$ cat src/shared/motor_mode_pkg.sv
/*
 * Constants and types shared by the motor control mode selection logic.
 * Assumes a single 40 MHz core clock and the operating mode codes of a
 * CiA 402 style drive profile.
 */
package motor_mode_pkg;
   localparam int unsigned CLK_HZ = 40_000_000;
   localparam int unsigned MS_PER_S = 1000;
   localparam int unsigned MS_CYCLES = CLK_HZ / MS_PER_S;

   localparam int unsigned LOOP_SELECT_POS = 0;
   localparam int unsigned CURRENT_CUT_POS = 3;

   typedef logic signed [7:0] op_mode_t;
   localparam op_mode_t MODE_PROFILE_POS = 8'sh01;
   localparam op_mode_t MODE_VELOCITY = 8'sh02;
   localparam op_mode_t MODE_PROFILE_VEL = 8'sh03;
   localparam op_mode_t MODE_PROFILE_TORQUE = 8'sh04;
   localparam op_mode_t MODE_HOMING = 8'sh06;
   localparam op_mode_t MODE_INTERP_POS = 8'sh07;
   localparam op_mode_t MODE_CYC_POS = 8'sh08;
   localparam op_mode_t MODE_CYC_VEL = 8'sh09;
   localparam op_mode_t MODE_CYC_TORQUE = 8'sh0A;
   localparam op_mode_t MODE_CLOCK_DIR = 8'shFF;
   localparam op_mode_t MODE_AUTO_SETUP = 8'shFE;

   localparam op_mode_t HOME_BLOCK_MIN = 8'shFC;
   localparam op_mode_t HOME_BLOCK_MAX = 8'shFF;

   localparam logic [7:0] STORE_CAT_NONE = 8'h00;
   localparam logic [7:0] STORE_CAT_DRIVE = 8'h05;
   localparam logic [7:0] STORE_CAT_TUNING = 8'h06;

   localparam logic [7:0] PCT_FULL = 8'h64;
   localparam int unsigned GAIN_SHIFT = 8;

   typedef enum logic [2:0] {
      ST_IDLE,
      ST_COPY,
      ST_STORE_DRIVE,
      ST_STORE_TUNE,
      ST_DONE
   } commit_st_t;
endpackage

$ cat src/hdl/current_pi.sv
/*
 * Proportional-integral current controller with output saturation.
 * Assumes set point and actual value share one signed scale; gains are
 * fixed point with GAIN_SHIFT fractional bits.
 */
`timescale 1ns/1ps
`default_nettype none
module current_pi
   import motor_mode_pkg::*;
#(
   parameter int W = 16
) (
   input wire logic core_clk_in,
   input wire logic rst_in,
   input wire logic enable_in,
   input wire logic signed [W-1:0] setpoint_in,
   input wire logic signed [W-1:0] actual_in,
   input wire logic [W-1:0] kp_in,
   input wire logic [W-1:0] ki_in,
   output logic signed [W-1:0] out_out
);
   localparam int AW = 2 * W + 4;
   localparam logic signed [AW-1:0] MAXV = AW'((2 ** (W - 1)) - 1);
   localparam logic signed [AW-1:0] MINV = -MAXV - AW'(1);

   logic signed [W:0] err;
   logic signed [AW-1:0] prop, integ_d, integ_q, sum, shifted;
   logic sat;

   // Error between set point and measured value drives both terms.
   always_comb begin
      err = {setpoint_in[W-1], setpoint_in} - {actual_in[W-1], actual_in};
      prop = AW'(err) * AW'($signed({1'b0, kp_in}));
      integ_d = integ_q + AW'(err) * AW'($signed({1'b0, ki_in}));
      sum = prop + integ_q;
      shifted = sum >>> GAIN_SHIFT;
      sat = (shifted > MAXV) || (shifted < MINV);
   end

   // The integrator freezes while the output saturates to avoid windup.
   always_ff @(posedge core_clk_in) begin
      if (rst_in || !enable_in) begin
         integ_q <= '0;
      end else if (!sat) begin
         integ_q <= integ_d;
      end
   end

   always_ff @(posedge core_clk_in) begin
      if (rst_in || !enable_in) begin
         out_out <= '0;
      end else if (shifted > MAXV) begin
         out_out <= MAXV[W-1:0];
      end else if (shifted < MINV) begin
         out_out <= MINV[W-1:0];
      end else begin
         out_out <= shifted[W-1:0];
      end
   end
endmodule
`default_nettype wire

$ cat src/hdl/motor_control_mode_select.sv
/*
 * Control mode selection, open loop current handling with standstill
 * reduction, closed loop current control and auto setup commit sequence.
 * Assumes all inputs are synchronous to core_clk_in and that the storage
 * engine acknowledges each category request with a one-cycle store_ack_in.
 */
`timescale 1ns/1ps
`default_nettype none
// Operation
// - After successful auto setup copy measured values, store drive and tuning categories.
// - Auto setup invalidates coordinates; only a restart makes them valid again.
// - Open loop only for steppers; BLDC motors always run closed loop.
// - Profile torque and cyclic torque modes refused in open loop.
// - Block homing methods refused in open loop; other methods stay allowed.
// - Open loop drives full set current at all speeds regardless of load.
// - Submode bit 0 cleared selects open loop control.
// - Submode bit 3 set enables standstill current reduction.
// - Reduction starts only after the configured idle time in milliseconds.
// - Reduced current is the configured factor of the rated current.
// - Maximum current is in milliamperes and limits winding current.
// - Closed loop compares actual with set point and corrects deviation.
// - Current controller has programmable proportional and integral gains.
// - Status bit 12 shows auto setup ended; target bit shows index found.
module motor_control_mode_select
   import motor_mode_pkg::*;
#(
   parameter int W = 16,
   parameter int PW = 32,
   parameter int unsigned MS_CYCLES_P = MS_CYCLES
) (
   input wire logic core_clk_in,
   input wire logic rst_in,
   input wire logic [31:0] drive_submode_in,
   input wire logic motor_bldc_in,
   input wire logic [7:0] pole_pairs_in,
   input wire logic signed [7:0] op_mode_req_in,
   input wire logic signed [7:0] homing_method_in,
   input wire logic [W-1:0] max_current_ma_in,
   input wire logic [15:0] idle_time_ms_in,
   input wire logic [7:0] reduce_pct_in,
   input wire logic [W-1:0] kp_in,
   input wire logic [W-1:0] ki_in,
   input wire logic signed [W-1:0] current_setpoint_in,
   input wire logic signed [W-1:0] current_actual_in,
   input wire logic standstill_in,
   input wire logic motion_cmd_in,
   input wire logic autosetup_start_in,
   input wire logic autosetup_done_in,
   input wire logic autosetup_ok_in,
   input wire logic index_found_in,
   input wire logic [PW-1:0] measured_param_in,
   input wire logic store_ack_in,
   output logic closed_loop_out,
   output logic mode_allowed_out,
   output logic homing_allowed_out,
   output logic reduce_active_out,
   output logic [W-1:0] current_set_out,
   output logic signed [W-1:0] winding_cmd_out,
   output logic motion_start_out,
   output logic [7:0] pole_pairs_out,
   output logic [PW-1:0] param_copy_out,
   output logic param_copy_stb_out,
   output logic store_req_out,
   output logic [7:0] store_cat_out,
   output logic coord_valid_out,
   output logic setup_done_out,
   output logic target_flag_out
);
   localparam int PSW = $clog2(MS_CYCLES_P + 1);

   logic loop_select_bit, standstill_current_cut_bit;
   logic closed_d, torque_mode, block_homing, run_idle, reduce_d;
   logic [PSW-1:0] presc_q;
   logic [15:0] ms_q;
   logic [W+7:0] reduced_prod;
   logic [W-1:0] reduced_w;
   logic signed [W-1:0] pi_out, limit_pos;
   logic index_q;
   commit_st_t st_q;

   assign loop_select_bit = drive_submode_in[LOOP_SELECT_POS];
   assign standstill_current_cut_bit = drive_submode_in[CURRENT_CUT_POS];

   always_comb begin
      closed_d = loop_select_bit || motor_bldc_in;
      torque_mode = (op_mode_req_in == MODE_PROFILE_TORQUE) || (op_mode_req_in == MODE_CYC_TORQUE);
      block_homing = (homing_method_in >= HOME_BLOCK_MIN) && (homing_method_in <= HOME_BLOCK_MAX);
      run_idle = !closed_d && standstill_current_cut_bit && standstill_in && !motion_cmd_in;
      reduce_d = run_idle && (ms_q >= idle_time_ms_in);
      reduced_prod = (W + 8)'(max_current_ma_in) * (W + 8)'(reduce_pct_in);
      reduced_w = (reduce_pct_in >= PCT_FULL) ? max_current_ma_in : W'(reduced_prod / (W + 8)'(PCT_FULL));
      limit_pos = $signed({1'b0, max_current_ma_in[W-2:0]});
   end

   always_ff @(posedge core_clk_in) begin
      if (rst_in) begin
         closed_loop_out <= 1'b0;
         mode_allowed_out <= 1'b0;
         homing_allowed_out <= 1'b0;
         pole_pairs_out <= '0;
      end else begin
         closed_loop_out <= closed_d;
         mode_allowed_out <= closed_d ||
            !(torque_mode || ((op_mode_req_in == MODE_HOMING) && block_homing));
         homing_allowed_out <= closed_d || !block_homing;
         pole_pairs_out <= pole_pairs_in;
      end
   end

   // Idle timer: a millisecond prescaler and a saturating millisecond count.
   always_ff @(posedge core_clk_in) begin
      if (rst_in || !run_idle) begin
         presc_q <= '0;
         ms_q <= '0;
      end else if (presc_q == PSW'(MS_CYCLES_P - 1)) begin
         presc_q <= '0;
         if (ms_q != 16'hFFFF) begin
            ms_q <= ms_q + 16'h0001;
         end
      end else begin
         presc_q <= presc_q + PSW'(1);
      end
   end

   always_ff @(posedge core_clk_in) begin
      if (rst_in) begin
         reduce_active_out <= 1'b0;
         current_set_out <= '0;
         motion_start_out <= 1'b0;
      end else begin
         reduce_active_out <= reduce_d;
         current_set_out <= reduce_d ? reduced_w : max_current_ma_in;
         motion_start_out <= motion_cmd_in;
      end
   end

   current_pi #(
      .W(W)
   ) u_pi (
      .core_clk_in(core_clk_in),
      .rst_in(rst_in),
      .enable_in(closed_loop_out),
      .setpoint_in(current_setpoint_in),
      .actual_in(current_actual_in),
      .kp_in(kp_in),
      .ki_in(ki_in),
      .out_out(pi_out)
   );

   // Closed loop output is limited to the maximum current in both signs.
   always_ff @(posedge core_clk_in) begin
      if (rst_in) begin
         winding_cmd_out <= '0;
      end else if (!closed_loop_out) begin
         winding_cmd_out <= $signed({1'b0, current_set_out[W-2:0]});
      end else if (pi_out > limit_pos) begin
         winding_cmd_out <= limit_pos;
      end else if (pi_out < -limit_pos) begin
         winding_cmd_out <= -limit_pos;
      end else begin
         winding_cmd_out <= pi_out;
      end
   end

   // Auto setup commit: copy, store drive, store tuning, then report.
   always_ff @(posedge core_clk_in) begin
      if (rst_in) begin
         st_q <= ST_IDLE;
         index_q <= 1'b0;
      end else begin
         unique case (st_q)
            ST_IDLE: begin
               if (autosetup_done_in) begin
                  index_q <= index_found_in;
                  st_q <= autosetup_ok_in ? ST_COPY : ST_DONE;
               end
            end
            ST_COPY: st_q <= ST_STORE_DRIVE;
            ST_STORE_DRIVE: if (store_ack_in) st_q <= ST_STORE_TUNE;
            ST_STORE_TUNE: if (store_ack_in) st_q <= ST_DONE;
            ST_DONE: st_q <= ST_IDLE;
         endcase
      end
   end

   always_ff @(posedge core_clk_in) begin
      if (rst_in) begin
         param_copy_out <= '0;
         param_copy_stb_out <= 1'b0;
         store_req_out <= 1'b0;
         store_cat_out <= STORE_CAT_NONE;
      end else begin
         param_copy_stb_out <= (st_q == ST_IDLE) && autosetup_done_in && autosetup_ok_in;
         if ((st_q == ST_IDLE) && autosetup_done_in && autosetup_ok_in) begin
            param_copy_out <= measured_param_in;
         end
         if (st_q == ST_COPY) begin
            store_req_out <= 1'b1;
            store_cat_out <= STORE_CAT_DRIVE;
         end else if ((st_q == ST_STORE_DRIVE) && store_ack_in) begin
            store_cat_out <= STORE_CAT_TUNING;
         end else if ((st_q == ST_STORE_TUNE) && store_ack_in) begin
            store_req_out <= 1'b0;
            store_cat_out <= STORE_CAT_NONE;
         end
      end
   end

   // The completion set wins over a coinciding new start.
   always_ff @(posedge core_clk_in) begin
      if (rst_in) begin
         coord_valid_out <= 1'b1;
         setup_done_out <= 1'b0;
         target_flag_out <= 1'b0;
      end else begin
         if (autosetup_start_in) begin
            setup_done_out <= 1'b0;
            target_flag_out <= 1'b0;
         end
         if (st_q == ST_DONE) begin
            coord_valid_out <= 1'b0;
            setup_done_out <= 1'b1;
            target_flag_out <= index_q;
         end
      end
   end

   bldc_closed_a: assert property (@(posedge core_clk_in) disable iff (rst_in)
      motor_bldc_in |=> closed_loop_out)
      else $error("BLDC motor left in open loop");
   open_select_a: assert property (@(posedge core_clk_in) disable iff (rst_in)
      (!motor_bldc_in && !loop_select_bit) |=> !closed_loop_out)
      else $error("Open loop not selected");
   torque_block_a: assert property (@(posedge core_clk_in) disable iff (rst_in)
      (!closed_d && torque_mode) |=> !mode_allowed_out)
      else $error("Torque mode allowed in open loop");
   home_block_a: assert property (@(posedge core_clk_in) disable iff (rst_in)
      (!closed_d && block_homing) |=> !homing_allowed_out)
      else $error("Block homing allowed in open loop");
   // The sampled reset keeps the edge that releases reset out, since the register still holds its reset value there.
   full_current_a: assert property (@(posedge core_clk_in) disable iff (rst_in)
      (!rst_in && !closed_d && !reduce_d) |=> (current_set_out == $past(max_current_ma_in)))
      else $error("Open loop current not full");
   reduce_value_a: assert property (@(posedge core_clk_in) disable iff (rst_in)
      reduce_d |=> (reduce_active_out && current_set_out == $past(reduced_w)))
      else $error("Wrong reduced current");
   idle_wait_a: assert property (@(posedge core_clk_in) disable iff (rst_in)
      $rose(reduce_active_out) |-> ($past(ms_q) >= $past(idle_time_ms_in)))
      else $error("Reduction before idle time");
   cut_enable_a: assert property (@(posedge core_clk_in) disable iff (rst_in)
      !standstill_current_cut_bit |=> !reduce_active_out)
      else $error("Reduction while disabled");
   motion_restore_a: assert property (@(posedge core_clk_in) disable iff (rst_in)
      motion_cmd_in |=> (!reduce_active_out && motion_start_out && ms_q == 16'h0000))
      else $error("Motion kept reduced current");
   commit_seq_a: assert property (@(posedge core_clk_in) disable iff (rst_in)
      (st_q == ST_COPY) |=> (store_req_out && store_cat_out == STORE_CAT_DRIVE))
      else $error("Drive store not requested");
   coord_lost_a: assert property (@(posedge core_clk_in) disable iff (rst_in)
      (st_q == ST_DONE) |=> (!coord_valid_out ##1 !coord_valid_out))
      else $error("Coordinates still valid");
   done_flag_a: assert property (@(posedge core_clk_in) disable iff (rst_in)
      (st_q == ST_DONE) |=> (setup_done_out && target_flag_out == $past(index_q)))
      else $error("Setup done not reported");
endmodule
`default_nettype wire

$ cat config.mk
export PLATFORM = sky130hd
export DESIGN_NAME = motor_control_mode_select
export DESIGN_NICKNAME = d
export VERILOG_FILES = /design/src/shared/motor_mode_pkg.sv /design/src/hdl/current_pi.sv /design/src/hdl/motor_control_mode_select.sv
export SDC_FILE = /design/constraint.sdc
export NUM_CORES = 2
export LEC_CHECK = 0
export BUFFER_PORTS_ARGS = -buffer_cell sky130_fd_sc_hd__buf_4
export CORE_MARGIN = 2
export CORE_UTILIZATION = 25
export DETAILED_ROUTE_END_ITERATION = 8
export PLACE_DENSITY_LB_ADDON = 0.2
export SLEW_MARGIN = 10
export SYNTH_ARGS = -nofsm -noshare
export SYNTH_HDL_FRONTEND = slang
export SYNTH_HIERARCHICAL = 1
export SYNTH_SLANG_ARGS = --single-unit
export TNS_END_PERCENT = 50
$ cat constraint.sdc
create_clock -name core_clk_in -period 17.7 [get_ports core_clk_in]
set_clock_uncertainty 0.15 [all_clocks]
set_input_delay 0 -clock core_clk_in [delete_from_list [all_inputs] [get_ports core_clk_in]]
set_output_delay 0 -clock core_clk_in [all_outputs]
set_load 0.005 [all_outputs]
==> flow_summary.toml <==
[run_status]
status = "complete, no violations"

[worst_hold_path]
hold_path_class = "input port to flip-flop"

[setup_path]
cp-end-kind = "flip-flop"
rr_startpoint = "u_pi/integ_q[8]"
cp-startpoint = "max_current_ma_in[0]"
critPathCapture = "current_set_out[1]"
slowest_stage = "mux2i_1"
cp-start-kind = "input port"
worst_r2r_endpoint = "u_pi/out_out[11]"
ff2ff_setup_slack_ns = 10.53
required_ns = 18.02
reg2reg_depth = 23
cpPeakStageDelay_ns = 0.87
cp.arrival_ns = 16.82
criticalPathCategory = "input port to flip-flop"
critPathTopFamily = "compound AO/OA/AOI/OAI gates"
cp_num_cells = 50
path_buf_inv = 5
path_max_fanout = 14
crit_top_cell = "mux2i_1"

[detailed_routing]
drc = 0
postRouteAntennaNets = 0
num_vias = 33870
vias_per_cell = 4.587
routedWlPerCell_um = 16.77
drtPass1Iterations = 5
drt_iter0_markers = 1399
wl_mm = 123.8

[place]
io_buffers = 254
hpwlAfterDp_mm = 101.5
placedCellCount = 7275
place.gp.congestion = 0.7999

[logic_synthesis]
yosysWarnings = 6
ys_ff_latch = 173
syn_inst = 5015
synthTopCellsByCount = "938 x inv_1, 737 x fa_1, 605 x nand2_1"
synth_cell_types = 123
yosysTopAreaCell = "fa_1"
synthFlopType = "dfxtp_1"
synth_area_sq_um = 42410
yosysSeqAreaShare_pct = 8.166
yosysTopAreaCellShare_pct = 34.79
avgSynthCellArea_sq_um = 8.457
synthTopCellsByArea = "fa_1 35%, ha_1 8.7%, inv_1 8.3%"
synthArstFlopShare_pct = 0
synth_most_common_cell = "inv_1"
synth_edf_count = 0

[finish]
layout-drive-gt1-share_pct = 8.693
final_cells = 7384
area_growth_pct = 12.90
finalNetCount = 6387

[global_routing]
antenna_found_initial = 7
first_global_vias = 35711
grt_max_degree = 74
grt_pass1_wl_mm = 201.3
overflow = 0
track_usage_pct = 14.55

[floorplanning]
core_sq_um = 168900
num_rows = 151
start_util_pct = 25.11
die_x_um = 415.9
die_h_um = 415.9
io_pins = 292
die_area_sq_um = 173000

[timing]
min_period_ns = 16.50
slew_headroom_pct = 32.21
maxSlewViolCount = 0
tns_ns = 0
fmaxAchievable_ghz = 0.06060
finalSetupViolCount = 0
rsz0062_at_grt = "no"
final_hold_viol_count = 0
period_share_pct = 93.23
tightest_slew_ns = 0.9886

[clock_tree]
h-tree-depth = 4
clk_pin_slew_ns = 0.08
numCtsBuffers = 17
ctsRootBufferMaster = "clkbuf_16"
clock_latency_ns = 0.53
cts_sinks = 173
cts_tree = "yes"
clockBufferDepth = 2

[job]
cap_violations = 0
-- worst register-to-register path, delay by kind of cell (launching register included) --
| kind | cells | cell delay [ns] |
|---|---|---|
| AOI/OAI and AO/OA | 7 | 2.13 |
| buffers and inverters | 7 | 0.60 |
| adders and majority gates | 6 | 2.72 |
| xor gates and xnor gates | 1 | 0.16 |
| DFF | 1 | 0.33 |
| and+or+nand+nor | 2 | 0.90 |
-- logic make-up (layout without fill, tap and decap cells) --
kind of cell / Yosys count / after routing / synth area share, %
flops: 173 / 173 / 8.166
other cells: 1 / 6 / 0.008842
compound gates: 808 / 808 / 13.56
buf+inv: 1203 / 1349 / 11.00
fa+ha+maj: 1036 / 1036 / 43.59
xor+xnor: 169 / 169 / 3.575
simple gates: 1559 / 1559 / 18.51
mux: 66 / 66 / 1.602
-- how the worst min path moves through the flow --
stage	cells after the start	startpoint	slack, ns	endpoint
finish	4	reduce_pct_in[7]	0.05	current_set_out[15]
floorplan	1	motion_cmd_in	-0.02	motion_start_out
global route	3	pole_pairs_in[5]	0.05	pole_pairs_out[5]
detailed placement	2	pole_pairs_in[7]	0.07	pole_pairs_out[7]
global placement	2	pole_pairs_in[1]	0.06	pole_pairs_out[1]
CTS	4	reduce_pct_in[7]	0.02	current_set_out[15]
-- what timing repair did --
| item | 4_1_cts | 5_1_grt |
|---|---|---|
| gates resized for setup | 0 | 1 |
| setup endpoints to repair | 0 | 1 |
| setup buffers | 0 | 0 |
| endpoints found under the hold margin | 84 | 0 |
| hold buffers | 76 | 0 |
-- routing by layer --
metal  wire length [um]  vias to the layer above  GRT usage [%]
met5                 36                        -              0
met4               2173                        6          3.088
met3               3461                      105          1.572
met2              60740                      546          25.46
met1              57410                    16897          19.25
li1                   -                    16316              -
-- through the flow --
stage | area [sq um] | util, % | hold WS [ns] | setup slack [ns]
4_1_cts | 47870 | 28.34 | 0.01853 | 1.268
3_3_place_gp | 46480 | 27.52 | 0.06476 | 1.429
5_1_grt | 47880 | 28.35 | 0.04789 | 0.01217
6_report | 47880 | 28.35 | 0.04606 | 1.199
3_5_place_dp | 46480 | 27.52 | 0.06745 | 1.347
2_1_floorplan | 42430 | - | -0.02182 | 4.243
-- cells in the final DEF (no fill, tap or decap), types with 30 or more instances in the layout --
| cell type | instances |
|---|---|
| inv_1 | 938 |
| fa_1 | 737 |
| nand2_1 | 605 |
| and2_1 | 336 |
| buf_4 | 301 |
| ha_1 | 295 |
| a21oi_1 | 190 |
| dfxtp_1 | 173 |
| nor2_1 | 154 |
| o21ai_0 | 110 |
| xnor2_1 | 101 |
| nor2b_1 | 80 |
| dlygate4sd3_1 | 76 |
| nand3_1 | 75 |
| nor3_1 | 57 |
| xor2_1 | 55 |
| mux2i_1 | 55 |
| a21o_1 | 55 |
| nand4_1 | 54 |
| nand2b_1 | 54 |
| a31oi_1 | 50 |
| o211ai_1 | 41 |
| a211oi_1 | 39 |
| o22ai_1 | 39 |
| and3_1 | 30 |
-- state kept, by name, indices dropped and copies added, names as in the netlist, 3 cells and up --
name             flops
current_set_out     16
ms_q                16
param_copy_out      32
pole_pairs_out       8
presc_q             16
st_q                 3
store_cat_out        3
u_pi/integ_q        36
u_pi/out_out        16
winding_cmd_out     16
-- area by class of cell --
class / instances / area [sq um]
Inverter: 940 / 3528
Clock inverter: 15 / 207.7
Timing Repair Buffer: 377 / 3020
Multi-Input combinational cell: 3643 / 34460
Clock buffer: 17 / 425.4
Fill cell: 18145 / 121000
Tap cell: 2218 / 2775
Sequential cell: 173 / 3463
Antenna cell: 1 / 2.502
Power is not shown: default switching activity piles up to over one toggle a cycle in this logic, so the estimate is an artifact.
